$ cat src/lamp_pkg.sv
package lamp_pkg;

    // Ramp codes: valley and peak of the dimming ramp
    localparam int             RAMP_W      = 8;
    localparam logic [7:0]     RAMP_VALLEY = 8'h01;
    localparam logic [7:0]     RAMP_PEAK   = 8'hFF;

    // Step divider of the ramp, one ramp step per (divider + 1) clocks
    localparam int             DIV_W       = 16;
    localparam logic [15:0]    CHARGE_RST  = 16'h0100;
    localparam logic [15:0]    DISCH_RST   = 16'h0080;
    localparam logic [7:0]     DIM_RST     = 8'h80;

    // Open-lamp up/down counter
    localparam int             OL_W        = 4;
    localparam logic [3:0]     OL_TERMINAL = 4'hF;
    localparam logic [3:0]     OL_ZERO     = 4'h0;
    localparam int             CHANNELS    = 2;

    // Comparator bits of the mode level, in order of rising threshold
    localparam int             MODE_ACTIVE = 0;
    localparam int             MODE_DRIVE  = 1;
    localparam int             MODE_OPEN   = 2;
    localparam int             MODE_DIM    = 3;

    // APB register map (byte addresses)
    localparam int             ADDR_W      = 8;
    localparam logic [7:0]     CHARGE_OFF  = 8'h00;
    localparam logic [7:0]     DISCH_OFF   = 8'h04;
    localparam logic [7:0]     DIM_OFF     = 8'h08;
    localparam logic [7:0]     STATUS_OFF  = 8'h0C;

    typedef enum logic {CHARGE_PH, DISCHARGE_PH} phase_type;

    typedef struct packed {
        logic dim;
        logic open_lamp;
        logic drive;
        logic active;
    } stage_type;

    typedef struct packed {
        logic [7:0] ramp;
        logic [3:0] count_b;
        logic [3:0] count_a;
        logic [7:0] zero;
        logic       fault;
        logic       digital_mode;
        logic       pwm;
        logic       discharging;
        stage_type  stage;
    } status_type;

endpackage : lamp_pkg

$ cat src/dim_ramp.sv
`timescale 1ns/1ps
module dim_ramp
    import lamp_pkg::*;
#(
    parameter int DW = DIV_W
) (
    input  wire logic          clk,
    input  wire logic          srst,
    input  wire logic          run,
    input  wire logic          sync_pulse,
    input  wire logic [DW-1:0] charge_div,
    input  wire logic [DW-1:0] disch_div,
    output logic      [7:0]    ramp_q,
    output phase_type          phase_q,
    output logic               disch_start,
    output logic               charge_start
);
    if (DW < 1 || DW > 32) begin : g_bad_width
        $error("dim_ramp: divider width out of range");
    end

    logic [DW-1:0] presc_q;
    logic          step;

    assign step         = presc_q == ((phase_q == CHARGE_PH) ? charge_div : disch_div);
    // Sync cuts the charge short, so the peak and the usable dimming span shrink
    assign disch_start  = run && phase_q == CHARGE_PH &&
                          (sync_pulse || (step && ramp_q == RAMP_PEAK));
    assign charge_start = run && phase_q == DISCHARGE_PH && step && ramp_q == RAMP_VALLEY;

    always_ff @(posedge clk) begin
        if (srst || !run || disch_start || charge_start || step) begin
            presc_q <= '0;
        end else begin
            presc_q <= presc_q + DW'(1);
        end
    end

    always_ff @(posedge clk) begin
        if (srst || !run) begin
            phase_q <= CHARGE_PH;
            ramp_q  <= RAMP_VALLEY;
        end else begin
            case (phase_q)
                CHARGE_PH: begin
                    if (disch_start) begin
                        phase_q <= DISCHARGE_PH;
                    end else if (step) begin
                        ramp_q <= ramp_q + 8'h01;
                    end
                end
                DISCHARGE_PH: begin
                    if (charge_start) begin
                        phase_q <= CHARGE_PH;
                    end else if (step) begin
                        ramp_q <= ramp_q - 8'h01;
                    end
                end
                default: phase_q <= CHARGE_PH;
            endcase
        end
    end

    ramp_bounds_a: assert property (@(posedge clk) disable iff (srst)
        ramp_q >= RAMP_VALLEY && ramp_q <= RAMP_PEAK)
        else $error("ramp left valley-to-peak span");
    peak_turn_a: assert property (@(posedge clk) disable iff (srst)
        (run && phase_q == CHARGE_PH && step && ramp_q == RAMP_PEAK) ##1 run
        |-> phase_q == DISCHARGE_PH && ramp_q == RAMP_PEAK)
        else $error("ramp did not turn at peak");
    free_run_a: assert property (@(posedge clk) disable iff (srst)
        (run && phase_q == DISCHARGE_PH && step && ramp_q == RAMP_VALLEY) ##1 run
        |-> phase_q == CHARGE_PH)
        else $error("ramp did not restart charge at valley");
    sync_cut_a: assert property (@(posedge clk) disable iff (srst)
        (run && sync_pulse && phase_q == CHARGE_PH) ##1 run |-> phase_q == DISCHARGE_PH)
        else $error("sync pulse did not end charge");

endmodule : dim_ramp

$ cat src/lamp_dimming_startup_fault_logic.sv
// Function
// - Dimming output turns on at discharge start, off when falling ramp meets reference.
// - Reference below valley keeps output on until next charge phase starts.
// - Ramp rises valley to peak while charging, falls back while discharging.
// - Without sync the dimming oscillator free-runs on programmed phase lengths.
// - A sync pulse ends the charge phase at once and starts discharge.
// - Under sync the usable reference span shrinks since the ramp peak is cut.
// - Logic idle below first mode threshold; drivers enabled only past the second.
// - Open-lamp detector held off between driver enable and its own threshold.
// - Enabled detector counts up each tank cycle with a deep supply dip.
// - Detector counts down each tank cycle without such a dip.
// - Counter reaching sixteen declares open-lamp fault and stops both drivers.
// - Open-lamp fault stays latched until a full power cycle.
// - Sync level at dimming enable picks digital or analog reference use.
// - Digital mode: reference high enables lamp drivers, low disables them.
// - Open-lamp detector becomes active only past the third mode threshold.
// - Low-rate dimming becomes active only past the fourth mode threshold.
//
// Decided for this implementation: the register addresses and register access over APB.
`timescale 1ns/1ps
module lamp_dimming_startup_fault_logic
    import lamp_pkg::*;
#(
    parameter int DW = DIV_W
) (
    input  wire logic              clk,
    input  wire logic              srst,
    // APB slave
    input  wire logic              psel,
    input  wire logic              penable,
    input  wire logic              pwrite,
    input  wire logic [ADDR_W-1:0] paddr,
    input  wire logic [31:0]       pwdata,
    output logic      [31:0]       prdata,
    output logic                   pready,
    output logic                   pslverr,
    // Comparator pins
    input  wire logic [3:0]        mode_level_above,
    input  wire logic              dimming_sync_input,
    input  wire logic              dimming_reference,
    input  wire logic              tank_sense_a,
    input  wire logic              tank_sense_b,
    input  wire logic              tank_cycle_a,
    input  wire logic              tank_cycle_b,
    // Drivers and status
    output logic                   fet_drive_a,
    output logic                   fet_drive_b,
    output logic                   dim_pwm,
    output logic                   open_lamp_fault
);
    if (DW < 1 || DW > 32) begin : g_bad_width
        $error("lamp logic: divider width out of range");
    end

    localparam int PIN_W  = 10;
    localparam int P_SYNC = 4;
    localparam int P_REF  = 5;
    localparam int P_DIP  = 6;
    localparam int P_CYC  = 8;

    // Pin synchronisers; only stage two and three are read
    logic [PIN_W-1:0] pin_s1_q;
    logic [PIN_W-1:0] pin_s2_q;
    logic [PIN_W-1:0] pin_s3_q;
    logic [PIN_W-1:0] pin_raw;

    assign pin_raw = {tank_cycle_b, tank_cycle_a, tank_sense_b, tank_sense_a,
                      dimming_reference, dimming_sync_input, mode_level_above};

    always_ff @(posedge clk) begin
        if (srst) begin
            pin_s1_q <= '0;
            pin_s2_q <= '0;
            pin_s3_q <= '0;
        end else begin
            pin_s1_q <= pin_raw;
            pin_s2_q <= pin_s1_q;
            pin_s3_q <= pin_s2_q;
        end
    end

    logic                sync_level;
    logic                sync_rise;
    logic                ref_level;
    logic [CHANNELS-1:0] dip;
    logic [CHANNELS-1:0] cyc_rise;

    assign sync_level = pin_s2_q[P_SYNC];
    assign sync_rise  = pin_s2_q[P_SYNC] & ~pin_s3_q[P_SYNC];
    assign ref_level  = pin_s2_q[P_REF];
    assign dip        = pin_s2_q[P_DIP +: CHANNELS];
    assign cyc_rise   = pin_s2_q[P_CYC +: CHANNELS] & ~pin_s3_q[P_CYC +: CHANNELS];

    // Start-up staging from the mode level comparators
    stage_type stage;

    always_comb begin
        stage.active    = pin_s2_q[MODE_ACTIVE];
        stage.drive     = stage.active & pin_s2_q[MODE_DRIVE];
        stage.open_lamp = stage.drive & pin_s2_q[MODE_OPEN];
        stage.dim       = stage.drive & pin_s2_q[MODE_DIM];
    end

    // Registers
    logic [DW-1:0] charge_div_q;
    logic [DW-1:0] disch_div_q;
    logic [7:0]    dim_code_q;
    logic          wr_en;
    logic          setup;
    logic          addr_ok;
    logic          rd_only;

    assign setup   = psel & ~penable;
    assign wr_en   = psel & penable & pwrite & addr_ok & ~rd_only;
    assign addr_ok = paddr == CHARGE_OFF || paddr == DISCH_OFF ||
                     paddr == DIM_OFF || paddr == STATUS_OFF;
    assign rd_only = paddr == STATUS_OFF;

    always_ff @(posedge clk) begin
        if (srst) begin
            charge_div_q <= DW'(CHARGE_RST);
            disch_div_q  <= DW'(DISCH_RST);
            dim_code_q   <= DIM_RST;
        end else if (wr_en) begin
            if (paddr == CHARGE_OFF) begin
                charge_div_q <= pwdata[DW-1:0];
            end
            if (paddr == DISCH_OFF) begin
                disch_div_q <= pwdata[DW-1:0];
            end
            if (paddr == DIM_OFF) begin
                dim_code_q <= pwdata[7:0];
            end
        end
    end

    // Dimming mode, caught as the dimming stage is entered
    logic dim_en_q;
    logic digital_mode_q;

    always_ff @(posedge clk) begin
        if (srst) begin
            dim_en_q       <= 1'b0;
            digital_mode_q <= 1'b0;
        end else begin
            dim_en_q <= stage.dim;
            // Re-armed on every rise, so a new mode needs the level dropped first
            if (stage.dim && !dim_en_q) begin
                digital_mode_q <= sync_level;
            end
        end
    end

    // Oscillator and dimming comparator
    logic       osc_run;
    logic [7:0] ramp;
    phase_type  phase;
    logic       disch_start;
    logic       charge_start;
    logic       fault_q;

    assign osc_run = stage.dim & ~digital_mode_q & ~fault_q;

    dim_ramp #(
        .DW           (DW)
    ) u_ramp (
        .clk          (clk),
        .srst         (srst),
        .run          (osc_run),
        .sync_pulse   (sync_rise),
        .charge_div   (charge_div_q),
        .disch_div    (disch_div_q),
        .ramp_q       (ramp),
        .phase_q      (phase),
        .disch_start  (disch_start),
        .charge_start (charge_start)
    );

    logic pwm_q;

    always_ff @(posedge clk) begin
        if (srst || !osc_run) begin
            pwm_q <= 1'b0;
        end else if (disch_start) begin
            pwm_q <= 1'b1;
        end else if (charge_start) begin
            pwm_q <= 1'b0;
        end else if (phase == DISCHARGE_PH && ramp <= dim_code_q) begin
            pwm_q <= 1'b0;
        end
    end

    // Open-lamp detection, one counter per channel
    logic [CHANNELS-1:0]           terminal;
    logic [CHANNELS-1:0][OL_W-1:0] ol_count;

    for (genvar ch = 0; ch < CHANNELS; ch++) begin : g_ol
        open_lamp_counter u_ol (
            .clk        (clk),
            .srst       (srst),
            .enable     (stage.open_lamp & ~fault_q),
            .tank_cycle (cyc_rise[ch]),
            .tank_dip   (dip[ch]),
            .count_q    (ol_count[ch]),
            .terminal   (terminal[ch])
        );
    end

    // Only the power-on reset clears the fault
    always_ff @(posedge clk) begin
        if (srst) begin
            fault_q <= 1'b0;
        end else if (|terminal) begin
            fault_q <= 1'b1;
        end
    end

    // Driver gate shared by both channels
    logic dim_gate;
    logic drive_on;
    logic drive_a_q;
    logic drive_b_q;

    always_comb begin
        if (!stage.dim) begin
            dim_gate = 1'b1;
        end else if (digital_mode_q) begin
            dim_gate = ref_level;
        end else begin
            dim_gate = pwm_q;
        end
    end

    assign drive_on = stage.drive & ~fault_q & dim_gate;

    always_ff @(posedge clk) begin
        if (srst) begin
            drive_a_q <= 1'b0;
            drive_b_q <= 1'b0;
        end else begin
            drive_a_q <= drive_on;
            drive_b_q <= drive_on;
        end
    end

    assign fet_drive_a     = drive_a_q;
    assign fet_drive_b     = drive_b_q;
    assign dim_pwm         = pwm_q;
    assign open_lamp_fault = fault_q;

    // Read path registered in the setup cycle; access phase never waits
    status_type status;
    logic [31:0] rdata_q;
    logic        err_q;

    always_comb begin
        status.ramp         = ramp;
        status.count_b      = ol_count[1];
        status.count_a      = ol_count[0];
        status.zero         = '0;
        status.fault        = fault_q;
        status.digital_mode = digital_mode_q;
        status.pwm          = pwm_q;
        status.discharging  = phase == DISCHARGE_PH;
        status.stage        = stage;
    end

    always_ff @(posedge clk) begin
        if (srst) begin
            rdata_q <= '0;
            err_q   <= 1'b0;
        end else if (setup) begin
            err_q <= ~addr_ok | (pwrite & rd_only);
            case (paddr)
                CHARGE_OFF: rdata_q <= 32'(charge_div_q);
                DISCH_OFF:  rdata_q <= 32'(disch_div_q);
                DIM_OFF:    rdata_q <= {24'h00_0000, dim_code_q};
                STATUS_OFF: rdata_q <= status;
                default:    rdata_q <= '0;
            endcase
        end
    end

    assign pready  = psel & penable;
    assign pslverr = psel & penable & err_q;
    assign prdata  = rdata_q;

    pwm_on_a: assert property (@(posedge clk) disable iff (srst)
        disch_start |=> pwm_q && phase == DISCHARGE_PH)
        else $error("pwm not on at discharge start");
    pwm_off_a: assert property (@(posedge clk) disable iff (srst)
        (osc_run && !disch_start && phase == DISCHARGE_PH && ramp <= dim_code_q) |=> !pwm_q)
        else $error("pwm not off at reference crossing");
    valley_hold_a: assert property (@(posedge clk) disable iff (srst)
        (osc_run && pwm_q && dim_code_q < RAMP_VALLEY && !charge_start) ##1 osc_run
        |-> pwm_q)
        else $error("pwm dropped before charge with low reference");
    stage_gate_a: assert property (@(posedge clk) disable iff (srst)
        !stage.drive |=> !fet_drive_a && !fet_drive_b)
        else $error("drivers on below driver threshold");
    fault_stop_a: assert property (@(posedge clk) disable iff (srst)
        |terminal |=> fault_q ##1 (!fet_drive_a && !fet_drive_b))
        else $error("terminal count did not stop drivers");
    fault_hold_a: assert property (@(posedge clk) disable iff (srst)
        fault_q |=> fault_q)
        else $error("open-lamp fault cleared without reset");
    mode_catch_a: assert property (@(posedge clk) disable iff (srst)
        $rose(stage.dim) |=> digital_mode_q == $past(sync_level))
        else $error("dimming mode not taken from sync level");
    digital_gate_a: assert property (@(posedge clk) disable iff (srst)
        (stage.dim && digital_mode_q && !fault_q) |=> fet_drive_a == $past(ref_level))
        else $error("digital reference not steering drivers");
    dim_stage_a: assert property (@(posedge clk) disable iff (srst)
        (stage.drive && !stage.dim && !fault_q) |=> fet_drive_a && !pwm_q)
        else $error("dimming active below its threshold");

endmodule : lamp_dimming_startup_fault_logic

$ cat src/open_lamp_counter.sv
`timescale 1ns/1ps
module open_lamp_counter
    import lamp_pkg::*;
(
    input  wire logic            clk,
    input  wire logic            srst,
    input  wire logic            enable,
    input  wire logic            tank_cycle,
    input  wire logic            tank_dip,
    output logic      [OL_W-1:0] count_q,
    output logic                 terminal
);
    // Sixteenth dip would wrap the 4-bit count, so it is the terminal event
    assign terminal = enable && tank_cycle && tank_dip && count_q == OL_TERMINAL;

    always_ff @(posedge clk) begin
        if (srst || !enable) begin
            count_q <= OL_ZERO;
        end else if (tank_cycle) begin
            if (tank_dip) begin
                if (count_q != OL_TERMINAL) begin
                    count_q <= count_q + 4'h1;
                end
            end else if (count_q != OL_ZERO) begin
                count_q <= count_q - 4'h1;
            end
        end
    end

    ol_idle_a: assert property (@(posedge clk) disable iff (srst)
        !enable |=> count_q == OL_ZERO)
        else $error("open-lamp count moved while disabled");
    ol_up_a: assert property (@(posedge clk) disable iff (srst)
        (enable && tank_cycle && tank_dip && count_q != OL_TERMINAL) ##1 enable
        |-> count_q == $past(count_q) + 4'h1)
        else $error("open-lamp count did not rise on a dip");
    ol_down_a: assert property (@(posedge clk) disable iff (srst)
        (enable && tank_cycle && !tank_dip && count_q != OL_ZERO) ##1 enable
        |-> count_q == $past(count_q) - 4'h1)
        else $error("open-lamp count did not fall without a dip");

endmodule : open_lamp_counter

$ cat config.mk
export PLATFORM = sky130hd
export DESIGN_NAME = lamp_dimming_startup_fault_logic
export DESIGN_NICKNAME = d
export VERILOG_FILES = /design/src/lamp_pkg.sv /design/src/dim_ramp.sv /design/src/lamp_dimming_startup_fault_logic.sv /design/src/open_lamp_counter.sv
export SDC_FILE = /design/constraint.sdc
export NUM_CORES = 1
export LEC_CHECK = 0
export BUFFER_PORTS_ARGS = -buffer_cell sky130_fd_sc_hd__buf_2
export CORE_UTILIZATION = 54
export DETAILED_ROUTE_END_ITERATION = 12
export PLACE_DENSITY = 0.86
export SLEW_MARGIN = 10
export SYNTH_ARGS = -nofsm -noshare
export SYNTH_HDL_FRONTEND = slang
export SYNTH_SLANG_ARGS = --single-unit
export TNS_END_PERCENT = 20
$ cat constraint.sdc
create_clock -name clk -period 5.76 [get_ports clk]
set_clock_uncertainty 0.15 [all_clocks]
set_input_delay 1.152 -clock clk [delete_from_list [all_inputs] [get_ports clk]]
set_output_delay 1.152 -clock clk [all_outputs]
set_load 0.01 [all_outputs]
==> flow_summary_export.csv, run 1 <==
group,metric,value,unit
global_routing,antenna_found_initial,0,
clock_tree,clock_path_buffers,2,
setup_path,critPathMaxStageDelay,1.10,ns
floorplanning,die_x,107.1,um
floorplanning,placementRows,37,
setup_path,cp_data_required_time,6.06,ns
global_routing,grt_max_degree,101,
pwr,p_sw,0.4406,mW
run_status,outcome,"finished clean",
synth,synth_top_cell_by_area,"dfxtp_1",
synth,synth-xor-area-share,6.464,%
global_routing,track_usage,28.13,%
clock_tree,cts_root_buffer,"clkbuf_8",
clock_tree,clk_pin_slew,0.06,ns
pwr,power_frac_clock,55.5,%
synth,synthMuxAreaShare,7.177,%
setup_path,cp.arrival,3.80,ns
route,wirelength,15640,um
setup_path,critPathSlowestCell,"dfxtp_1",
placed_design,gp_congestion,0.8937,
setup_path,worstSetupStartpointType,"flop",
synth,synth.yosys.seq_area_share,44.99,%
setup_path,path_max_fanout,23,
clock_tree,ctsHoldBuffers,0,
sta,hold_viol,0,
min_path,hold_class,"flop to flop",
global_routing,grt_pass1_wl,24920,um
route,ant_nets,0,
synth,syn_area,5962,um2
layout,ff_latch_area,2683,um2
synth,syn_area_per_cell,8.872,um2
run,cap_violations,0,
route,firstDrtPassIters,7,
pwr,powerDensity,317.2,nW/um2
global_routing,grt.overflow.total,0,
sta,rsz0062_at_grt,"false",
pwr,power_frac_seq,41.9,%
floorplanning,initial_utilization,56.73,%
sta,fmax,285.6,MHz
global_routing,grt_pass1_vias,5185,
synth,synth_top_family_by_area,"simple AND/OR/NAND/NOR gates",
synth,syn_nets,745,
synth,yosys-top-cells-area,"dfxtp_1, nor2_1, nand2_1",
pwr,finalPower,2.239,mW
synth,synth-main-ff-cell,"dfxtp_1",
pwr,p_int,1.799,mW
layout,insertedDiodeCount,0,
layout,multi_input_area,3067,um2
synth,synth-compound-area-share,12.26,%
synth,ys_ff_latch,134,
floorplanning,die_y,107.1,um
synth,synthSimpleGateAreaFrac,21.51,%
placed_design,port_buffers,76,
synth,yosys_warnings,0,
layout,area_delta_synth_final,18.41,%
layout,nFillCells,714,
clock_tree,clk_latency,0.53,ns
clock_tree,post_cts_buffers,0,
pwr,total_leakage_power,2.685,nW
synth,synthDistinctLibCells,54,
setup_path,critical_path.top_delay_family,"flip-flops",
synth,synthCells,672,
layout,drive_above_1_share,17.96,%
clock_tree,cts_inserted_buffers,17,
clock_tree,cts_tree,"done",
route,viasPerCell,6.014,
clock_tree,cts_resized,0,
setup_path,critPathKind,"flop to flop",
sta,fin_crit_sh,60.79,%
pwr,comb_power_share,2.6,%
sta,tns,0,ns
synth,synthArstFlopShare,0,%
floorplanning,coreArea,10510,um2
route,drc,0,
synth,synth_top_area_share,44.99,%
sta,finalSetupViolCount,0,
setup_path,path_cells,"buf_4 -> mux2i_1 -> xnor2_1 -> or4_1 -> or2_4 -> o31a_1 -> a21oi_1",
sta,layout_min_cycle_time,3.502,ns
sta,slew_viol_final,0,
layout,finalNetCount,807,
sta,worst_pin_slew,1.169,ns
setup_path,crit_buf_inv,1,
route,wl_per_cell,17.73,um
setup_path,cp-end-kind,"flop",
route,drtIter0Drc,552,
floorplanning,die-area,11470,um2
sta,relSlewSlack,21.94,%
synth,synth_edf_count,0,
placed_design,dpl.hpwl,9884,um
pwr,switching_share,19.68,%
clock_tree,cts.sinks,134,
pwr,vdd_drop_max,0.0002122,V
synth,synth_fa_ha_area_share,4.029,%
route,vias,5304,
clock_tree,h-tree-depth,4,
floorplanning,ios,93,
==> logic make-up after synthesis <==
group                    Yosys count
multiplexers                      41
flip-flops                       134
XOR/XNOR                          44
AO/OA/AOI/OAI                    111
AND/OR/NAND/NOR                  273
adder cells (fa/ha/maj)           18
buffers and inverters             51
==> worst reg2reg max path: cells and delay by family (launching register included) <==
kind / cells / cell delay [ns]
DFF: 1 / 1.10
xor gates and xnor gates: 1 / 0.10
and+or+nand+nor: 2 / 1.03
AOI/OAI and AO/OA: 2 / 0.49
muxes: 1 / 0.23
buffers and inverters: 1 / 0.32
==> cells in the mapped netlist, types with 2 or more instances <==
master,count
nand2_1,82
buf_2,2
mux2_2,14
and3_1,8
o31a_1,2
nor3_1,4
a21o_1,2
a211oi_1,6
a32oi_1,2
xnor2_1,32
nand3b_1,3
nor3_2,2
a31oi_1,2
nor4_1,9
clkbuf_1,29
buf_6,2
buf_1,2
mux2i_1,27
nand2b_1,4
nand3_2,2
xor2_1,12
a222oi_1,7
nor2b_1,31
nand4_1,8
ha_1,16
o21ai_0,3
fa_1,2
nor4_2,2
a22oi_1,25
a21oi_1,52
inv_1,15
nand3_1,11
nor2_1,98
dfxtp_1,134
==> worst paths after layout <==
check	from	endpoint	slack [ns]	cells past startpoint
worst max-delay path	u_ramp.phase_q	u_ramp.phase_q	2.26	7
worst min-delay path	pin_s1_q[9]	pin_s2_q[9]	0.29	1
worst max register to register	u_ramp.phase_q	u_ramp.phase_q	2.26	7
worst min register to register	pin_s1_q[9]	pin_s2_q[9]	0.29	1
==> per-stage QoR <==
| step | area [um2] | hold WS (ns) | setup slack, ns | utilization [%] | cells |
|---|---|---|---|---|---|
| 2_1_floorplan | 5962 | 0.2543 | 2.734 | - | 672 |
| 3_3_place_gp | 6379 | 0.2654 | 2.134 | 60.70 | 851 |
| 3_5_place_dp | 6379 | 0.2758 | 2.001 | 60.70 | 851 |
| 4_1_cts | 7059 | 0.2909 | 2.292 | 67.17 | 882 |
| 5_1_grt | 7059 | 0.3057 | 2.147 | 67.17 | 882 |
| 6_report | 7059 | 0.2868 | 2.258 | 67.17 | 882 |
==> power by group through the flow <==
stage / clock network [mW] / registers (mW) / logic (mW)
after floorplan: 0 / 0.957 / 0.0334
after global routing: 1.29 / 0.938 / 0.0632
after global placement: 0 / 0.957 / 0.0548
final: 1.24 / 0.938 / 0.0588
after CTS: 1.24 / 0.938 / 0.0575
after detailed placement: 0 / 0.958 / 0.0567
==> registers in the layout, summed over array words and instances (netlist names), 3 cells and up <==
signal,flops
prdata,32
charge_div_q,16
disch_div_q,16
u_ramp.presc_q,16
pin_s1_q,10
pin_s2_q,10
dim_code_q,8
g_ol.u_ol.count_q,8
u_ramp.ramp_q,8
pin_s3_q,3
==> final cells by class <==
class                      count  area share, %
timing repair buffer          79          5.707
sequential                   134          38.00
clock buffer                  18          6.062
tap                          136          2.410
inverter                      15         0.7976
clock inverter                13          3.580
multi-input combinational    487          43.44
==> cells in the final DEF (no fill, tap or decap), drive strengths merged, types with 7 or more instances in the layout <==
master	instances
dfxtp	134
nor2	98
nand2	82
buf	79
a21oi	52
xnor2	32
nor2b	31
mux2i	27
a22oi	25
clkbuf	18
ha	16
inv	15
mux2	14
nand3	13
xor2	12
nor4	11
and3	8
nand4	8
a222oi	7
bufinv	7
==> per-layer routing <==
| layer | GRT usage [%] | vias up | routed length, um |
|---|---|---|---|
| met2 | 47.14 | 320 | 7473 |
| li1 | - | 2439 | - |
| met5 | 0 | - | 0 |
| met1 | 34.15 | 2478 | 6255 |
| met3 | 7.416 | 67 | 1382 |
| met4 | 11.55 | 0 | 531 |
No activity file was read; power rests on OpenSTA's default activity.
==> inputs of run 2 (changes only) <==
--- a/config.mk
+++ b/config.mk
@@ -6,7 +6,7 @@
 export NUM_CORES = 1
 export LEC_CHECK = 0
 export BUFFER_PORTS_ARGS = -buffer_cell sky130_fd_sc_hd__buf_2
-export CORE_UTILIZATION = 54
+export CORE_UTILIZATION = 51
 export DETAILED_ROUTE_END_ITERATION = 12
 export PLACE_DENSITY = 0.86
 export SLEW_MARGIN = 10
==> constraint.sdc (replaced) <==
create_clock -name clk -period 3.02 [get_ports clk]
set_clock_uncertainty 0.15 [all_clocks]
set_input_delay 0.604 -clock clk [delete_from_list [all_inputs] [get_ports clk]]
set_output_delay 0.604 -clock clk [all_outputs]
set_load 0.01 [all_outputs]
==> run 2 against run 1 <==
Effect of this change: the run now ends with design-rule violations left; worst setup slack worse by 2.1 ns; die area up 5.8%; highest routed layer is now met5; register-to-register slack worse by 2.1 ns; largest power group unchanged; sequential share of layout area down 0.31 points; final cell count up 2.3%; count of clock-buffer cells in the layout unchanged; cell area up 0.83%; global-route usage down 3.5 points; worst hold slack worse by 0.043 ns; largest cell class unchanged; routed wire length down 9.1%.
==> flow_summary_export.csv, run 2 (synthesized netlist as in run 1, its figures left out) <==
group,metric,value,unit
global_routing,track_usage,24.66,%
sta,finalSetupViolCount,0,
clock_tree,cts_resized,0,
clock_tree,ctsHoldBuffers,0,
layout,nFillCells,916,
setup_path,cp_data_required_time,3.21,ns
route,wirelength,14220,um
clock_tree,clk_latency,0.42,ns
global_routing,grt_pass1_wl,22690,um
layout,insertedDiodeCount,0,
global_routing,grt.overflow.total,0,
layout,finalNetCount,819,
layout,ff_latch_area,2683,um2
clock_tree,post_cts_buffers,0,
route,vias,5066,
route,drc,2,
layout,largest_reg_flops,32,
layout,multi_input_area,3067,um2
clock_tree,clk_pin_slew,0.06,ns
route,wl_met2,6666,um
placed_design,dpl.hpwl,9459,um
route,dr.max_layer_used,"met5",
route,routed-wl-met3,973,um
floorplanning,die_y,110.1,um
route,ant_nets,0,
sta,layout_min_cycle_time,2.832,ns
route,met1_length,6213,um
layout,finalNonFillerCells,902,
clock_tree,cts.sinks,134,
route,wl_per_cell,15.77,um
route,viasPerCell,5.616,
route,drtIter0Drc,434,
pwr,vdd_drop_max,0.0004466,V
setup_path,worstSetupStartpointType,"flop",
setup_path,critPathKind,"flop to flop",
layout,drive_above_1_share,19.37,%
clock_tree,cts_inserted_buffers,17,
setup_path,path_max_fanout,11,
floorplanning,die_x,110.1,um
floorplanning,initial_utilization,52.21,%
layout,area_delta_synth_final,19.39,%
layout,layout_common_cells,"dfxtp_1, nor2_1, nand2_1",
clock_tree,h-tree-depth,4,
pwr,total_leakage_power,2.713,nW
global_routing,grt_max_degree,67,
run_status,violations,"design-rule violations",
floorplanning,die-area,12130,um2
global_routing,grt_pass1_vias,4682,
global_routing,antenna_found_initial,1,
sta,fin_crit_sh,93.78,%
clock_tree,cts_tree,"done",
sta,hold_viol,0,
clock_tree,clock_path_buffers,2,
sta,slew_viol_final,0,
floorplanning,coreArea,11420,um2
placed_design,dp_cells,870,
pwr,powerDensity,563.2,nW/um2
setup_path,cp-end-kind,"flop",
run_status,outcome,"complete, but fails checks",
sta,worst_pin_slew,0.7191,ns
setup_path,cp.arrival,3.03,ns
floorplanning,placementRows,39,
min_path,hold_class,"input pin to flop",
sta,rsz0062_at_grt,"false",
run,cap_violations,0,
route,firstDrtPassIters,9,
floorplanning,ios,93,
sta,tns,0,ns
clock_tree,cts_root_buffer,"clkbuf_16",
placed_design,port_buffers,76,
layout,final_common_cell,"dfxtp_1",
sta,fmax,353.1,MHz
sta,relSlewSlack,51.96,%
placed_design,gp_congestion,0.8386,
## run 2: metrics by stage
| stage | area, um2 | utilization [%] | power, mW | setup WS, ns | hold slack, ns |
|---|---|---|---|---|---|
| detailed placement | 6502 | 56.95 | 1.936 | 0.2204 | 0.2704 |
| CTS | 7118 | 62.34 | 4.026 | 0.1930 | 0.2301 |
| finish | 7118 | 62.34 | 4.009 | 0.1878 | 0.2437 |
| global placement | 6502 | 56.95 | 1.934 | 0.2859 | 0.2669 |
| floorplan | 5962 | - | 1.888 | 0.5422 | 0.2543 |
| global route | 7118 | 62.34 | 4.136 | 0.05224 | 0.2350 |
## run 2: power breakdown
| part | internal, mW | leakage [nW] | switching, mW |
|---|---|---|---|
| Clock | 1.32 | 0.285 | 0.785 |
| Sequential | 1.78 | 1.08 | 0.00588 |
| Combinational | 0.0420 | 1.34 | 0.0694 |
| Total | 3.15 | 2.71 | 0.860 |
## run 2: per-layer routing
metal	global-route usage, %	vias up
li1	-	2468
met1	31.13	2369
met2	39.15	187
met3	8.230	40
met4	9.117	2
met5	0	-
## run 2: final cells by class
cell class                      instances  share of cell area [%]
Tap cell                              143                   2.514
Timing Repair Buffer                   91                   7.277
Inverter                               15                  0.7910
Sequential cell                       134                   37.69
Clock buffer                           18                   6.170
Multi-Input combinational cell        487                   43.08
Clock inverter                         14                   2.478
## run 2: final timing paths
check / from / endpoint / slack (ns) / cells after the start
max: u_ramp.phase_q / u_ramp.phase_q / 0.19 / 8
min: mode_level_above[0] / pin_s1_q[0] / 0.24 / 2
max reg2reg: u_ramp.phase_q / u_ramp.phase_q / 0.19 / 8
min reg2reg: pin_s2_q[3] / fet_drive_b / 0.28 / 1
## run 2: worst max-delay path: stages, from the launching register on
cell and delay, ns:
dfxtp_1 0.64, buf_12 0.22, mux2i_1 0.26, xnor2_1 0.14, nor4_2 0.33, nand3_2 0.24, or2_4 0.34, o31a_1 0.29
a21oi_1 0.14
==> inputs of run 3 (changes only) <==
--- a/config.mk
+++ b/config.mk
@@ -8,7 +8,7 @@
 export BUFFER_PORTS_ARGS = -buffer_cell sky130_fd_sc_hd__buf_2
 export CORE_UTILIZATION = 51
 export DETAILED_ROUTE_END_ITERATION = 12
-export PLACE_DENSITY = 0.86
+export PLACE_DENSITY = 0.79
 export SLEW_MARGIN = 10
 export SYNTH_ARGS = -nofsm -noshare
 export SYNTH_HDL_FRONTEND = slang
==> run 3 against run 2 <==
Effect of this change: the run now ends clean; core utilization is 0.38 points lower; routed wire length is 3.3% higher; die area stayed put; sequential share of layout area is 0.23 points higher; critical path depth is 1 lower; sequential power hardly changed; flip-flop and latch count stayed put; global-route usage is 1.0 points higher; total power is 1.5% lower.
==> flow_summary_export.csv, run 3 (synthesized netlist as in run 1, its figures left out) <==
group,metric,value,unit
run_status,outcome,"finished clean",
clock_tree,cts_resized,0,
placed_design,gp_congestion,0.8651,
setup_path,path_max_fanout,17,
clock_tree,ctsHoldBuffers,0,
route,drc,0,
sta,finalSetupViolCount,0,
pwr,p_int,3.071,mW
clock_tree,h-tree-depth,4,
floorplanning,die-area,12130,um2
sta,tns,0,ns
sta,fin_crit_sh,89.23,%
layout,largest_reg_flops,32,
pwr,p_sw,0.8774,mW
sta,worst_pin_slew,0.7734,ns
pwr,total_leakage_power,2.699,nW
clock_tree,post_cts_buffers,0,
global_routing,grt_pass1_vias,4839,
sta,rsz0062_at_grt,"false",
pwr,power_frac_clock,51.9,%
placed_design,port_buffers,76,
global_routing,grt_pass1_wl,23750,um
floorplanning,die_x,110.1,um
pwr,powerDensity,558.1,nW/um2
pwr,power_frac_seq,45.3,%
floorplanning,placementRows,39,
setup_path,cp_data_required_time,3.22,ns
pwr,comb_power_share,2.8,%
setup_path,worstSetupStartpointType,"flop",
layout,finalNetCount,818,
sta,hold_viol,0,
global_routing,track_usage,25.68,%
pwr,vdd_drop_max,0.0004223,V
placed_design,dp_slack,0.3703,ns
floorplanning,ios,93,
setup_path,cp.arrival,2.89,ns
clock_tree,clk_pin_slew,0.06,ns
sta,fmax,371.1,MHz
pwr,finalPower,3.948,mW
floorplanning,initial_utilization,52.21,%
floorplanning,coreArea,11420,um2
route,viasPerCell,5.675,
sta,whs,0.2433,ns
route,wl_per_cell,16.31,um
layout,insertedDiodeCount,0,
route,vias,5113,
route,ant_nets,0,
clock_tree,cts_tree,"done",
layout,final_common_cell,"dfxtp_1",
sta,slew_viol_final,0,
route,wirelength,14690,um
placed_design,dpl.hpwl,9961,um
layout,area_delta_synth_final,18.66,%
layout,layout_common_cells,"dfxtp_1, nor2_1, nand2_1",
layout,drive_above_1_share,19.13,%
min_path,hold_class,"input pin to flop",
clock_tree,cts.sinks,134,
layout,fin_area,7074,um2
setup_path,cp-end-kind,"flop",
run,cap_violations,0,
sta,worst_slack,0.3253,ns
clock_tree,clock_path_buffers,2,
pwr,switching_share,22.22,%
global_routing,grt_max_degree,81,
global_routing,antenna_found_initial,0,
layout,nFillCells,952,
clock_tree,cts_inserted_buffers,17,
route,firstDrtPassIters,6,
sta,layout_min_cycle_time,2.695,ns
global_routing,grt.overflow.total,0,
sta,relSlewSlack,48.44,%
placed_design,dpl_cell_area,6482,um2
setup_path,critPathKind,"flop to flop",
clock_tree,cts_root_buffer,"clkbuf_16",
route,drtIter0Drc,441,
clock_tree,clk_latency,0.42,ns
floorplanning,die_y,110.1,um
==> run 3: cell count changes in the layout (fill, tap and decap cells not counted) <==
cell / change
buf_12: -1
bufinv_16: -1
inv_6: +2
clkbuf_1: +1
clkinvlp_4: -2
==> run 3: final cells by class <==
type,instances,area (um2),share of cell area (%)
Inverter,15,56.30,0.7959
Timing Repair Buffer,90,498.0,7.039
Sequential cell,134,2683,37.92
Clock buffer,19,442.9,6.261
Clock inverter,13,148.9,2.105
Multi-Input combinational cell,487,3067,43.35
Tap cell,143,178.9,2.529
==> run 3: per-layer routing <==
layer | up-vias | global-route usage (%) | wire (um)
met5 | - | 0 | 0
met4 | 0 | 7.425 | 184
met3 | 15 | 7.055 | 998
met2 | 189 | 41.92 | 7207
met1 | 2447 | 33.24 | 6302
li1 | 2462 | - | -
==> run 3: through the flow <==
stage | util, % | instances
2_1_floorplan | - | 672
3_3_place_gp | 56.77 | 869
3_5_place_dp | 56.77 | 869
4_1_cts | 61.95 | 901
5_1_grt | 61.95 | 901
6_report | 61.95 | 901
==> run 3: final timing paths <==
| check | slack (ns) | endpoint | startpoint | depth (start not counted) |
|---|---|---|---|---|
| setup reg to reg | 0.33 | u_ramp.phase_q | u_ramp.phase_q | 7 |
| setup / recovery | 0.33 | u_ramp.phase_q | u_ramp.phase_q | 7 |
| hold reg to reg | 0.28 | pin_s2_q[5] | pin_s1_q[5] | 1 |
| hold / removal | 0.24 | pin_s1_q[7] | tank_sense_b | 2 |
==> run 3: power by group through the flow <==
stage / Combinational, mW / Sequential, mW / Clock, mW
after global routing: 0.120 / 1.79 / 2.15
after detailed placement: 0.108 / 1.83 / 0
final: 0.110 / 1.79 / 2.05
after floorplan: 0.0636 / 1.82 / 0
after global placement: 0.105 / 1.83 / 0
after CTS: 0.109 / 1.79 / 2.06
==> run 3: critical path, stage by stage (launching register included) <==
cell and delay [ns]:
dfxtp_1 0.39, buf_12 0.20, mux2i_1 0.30, xnor2_1 0.12
or4_1 0.69, or2_4 0.33, o31a_1 0.31, a21oi_1 0.14
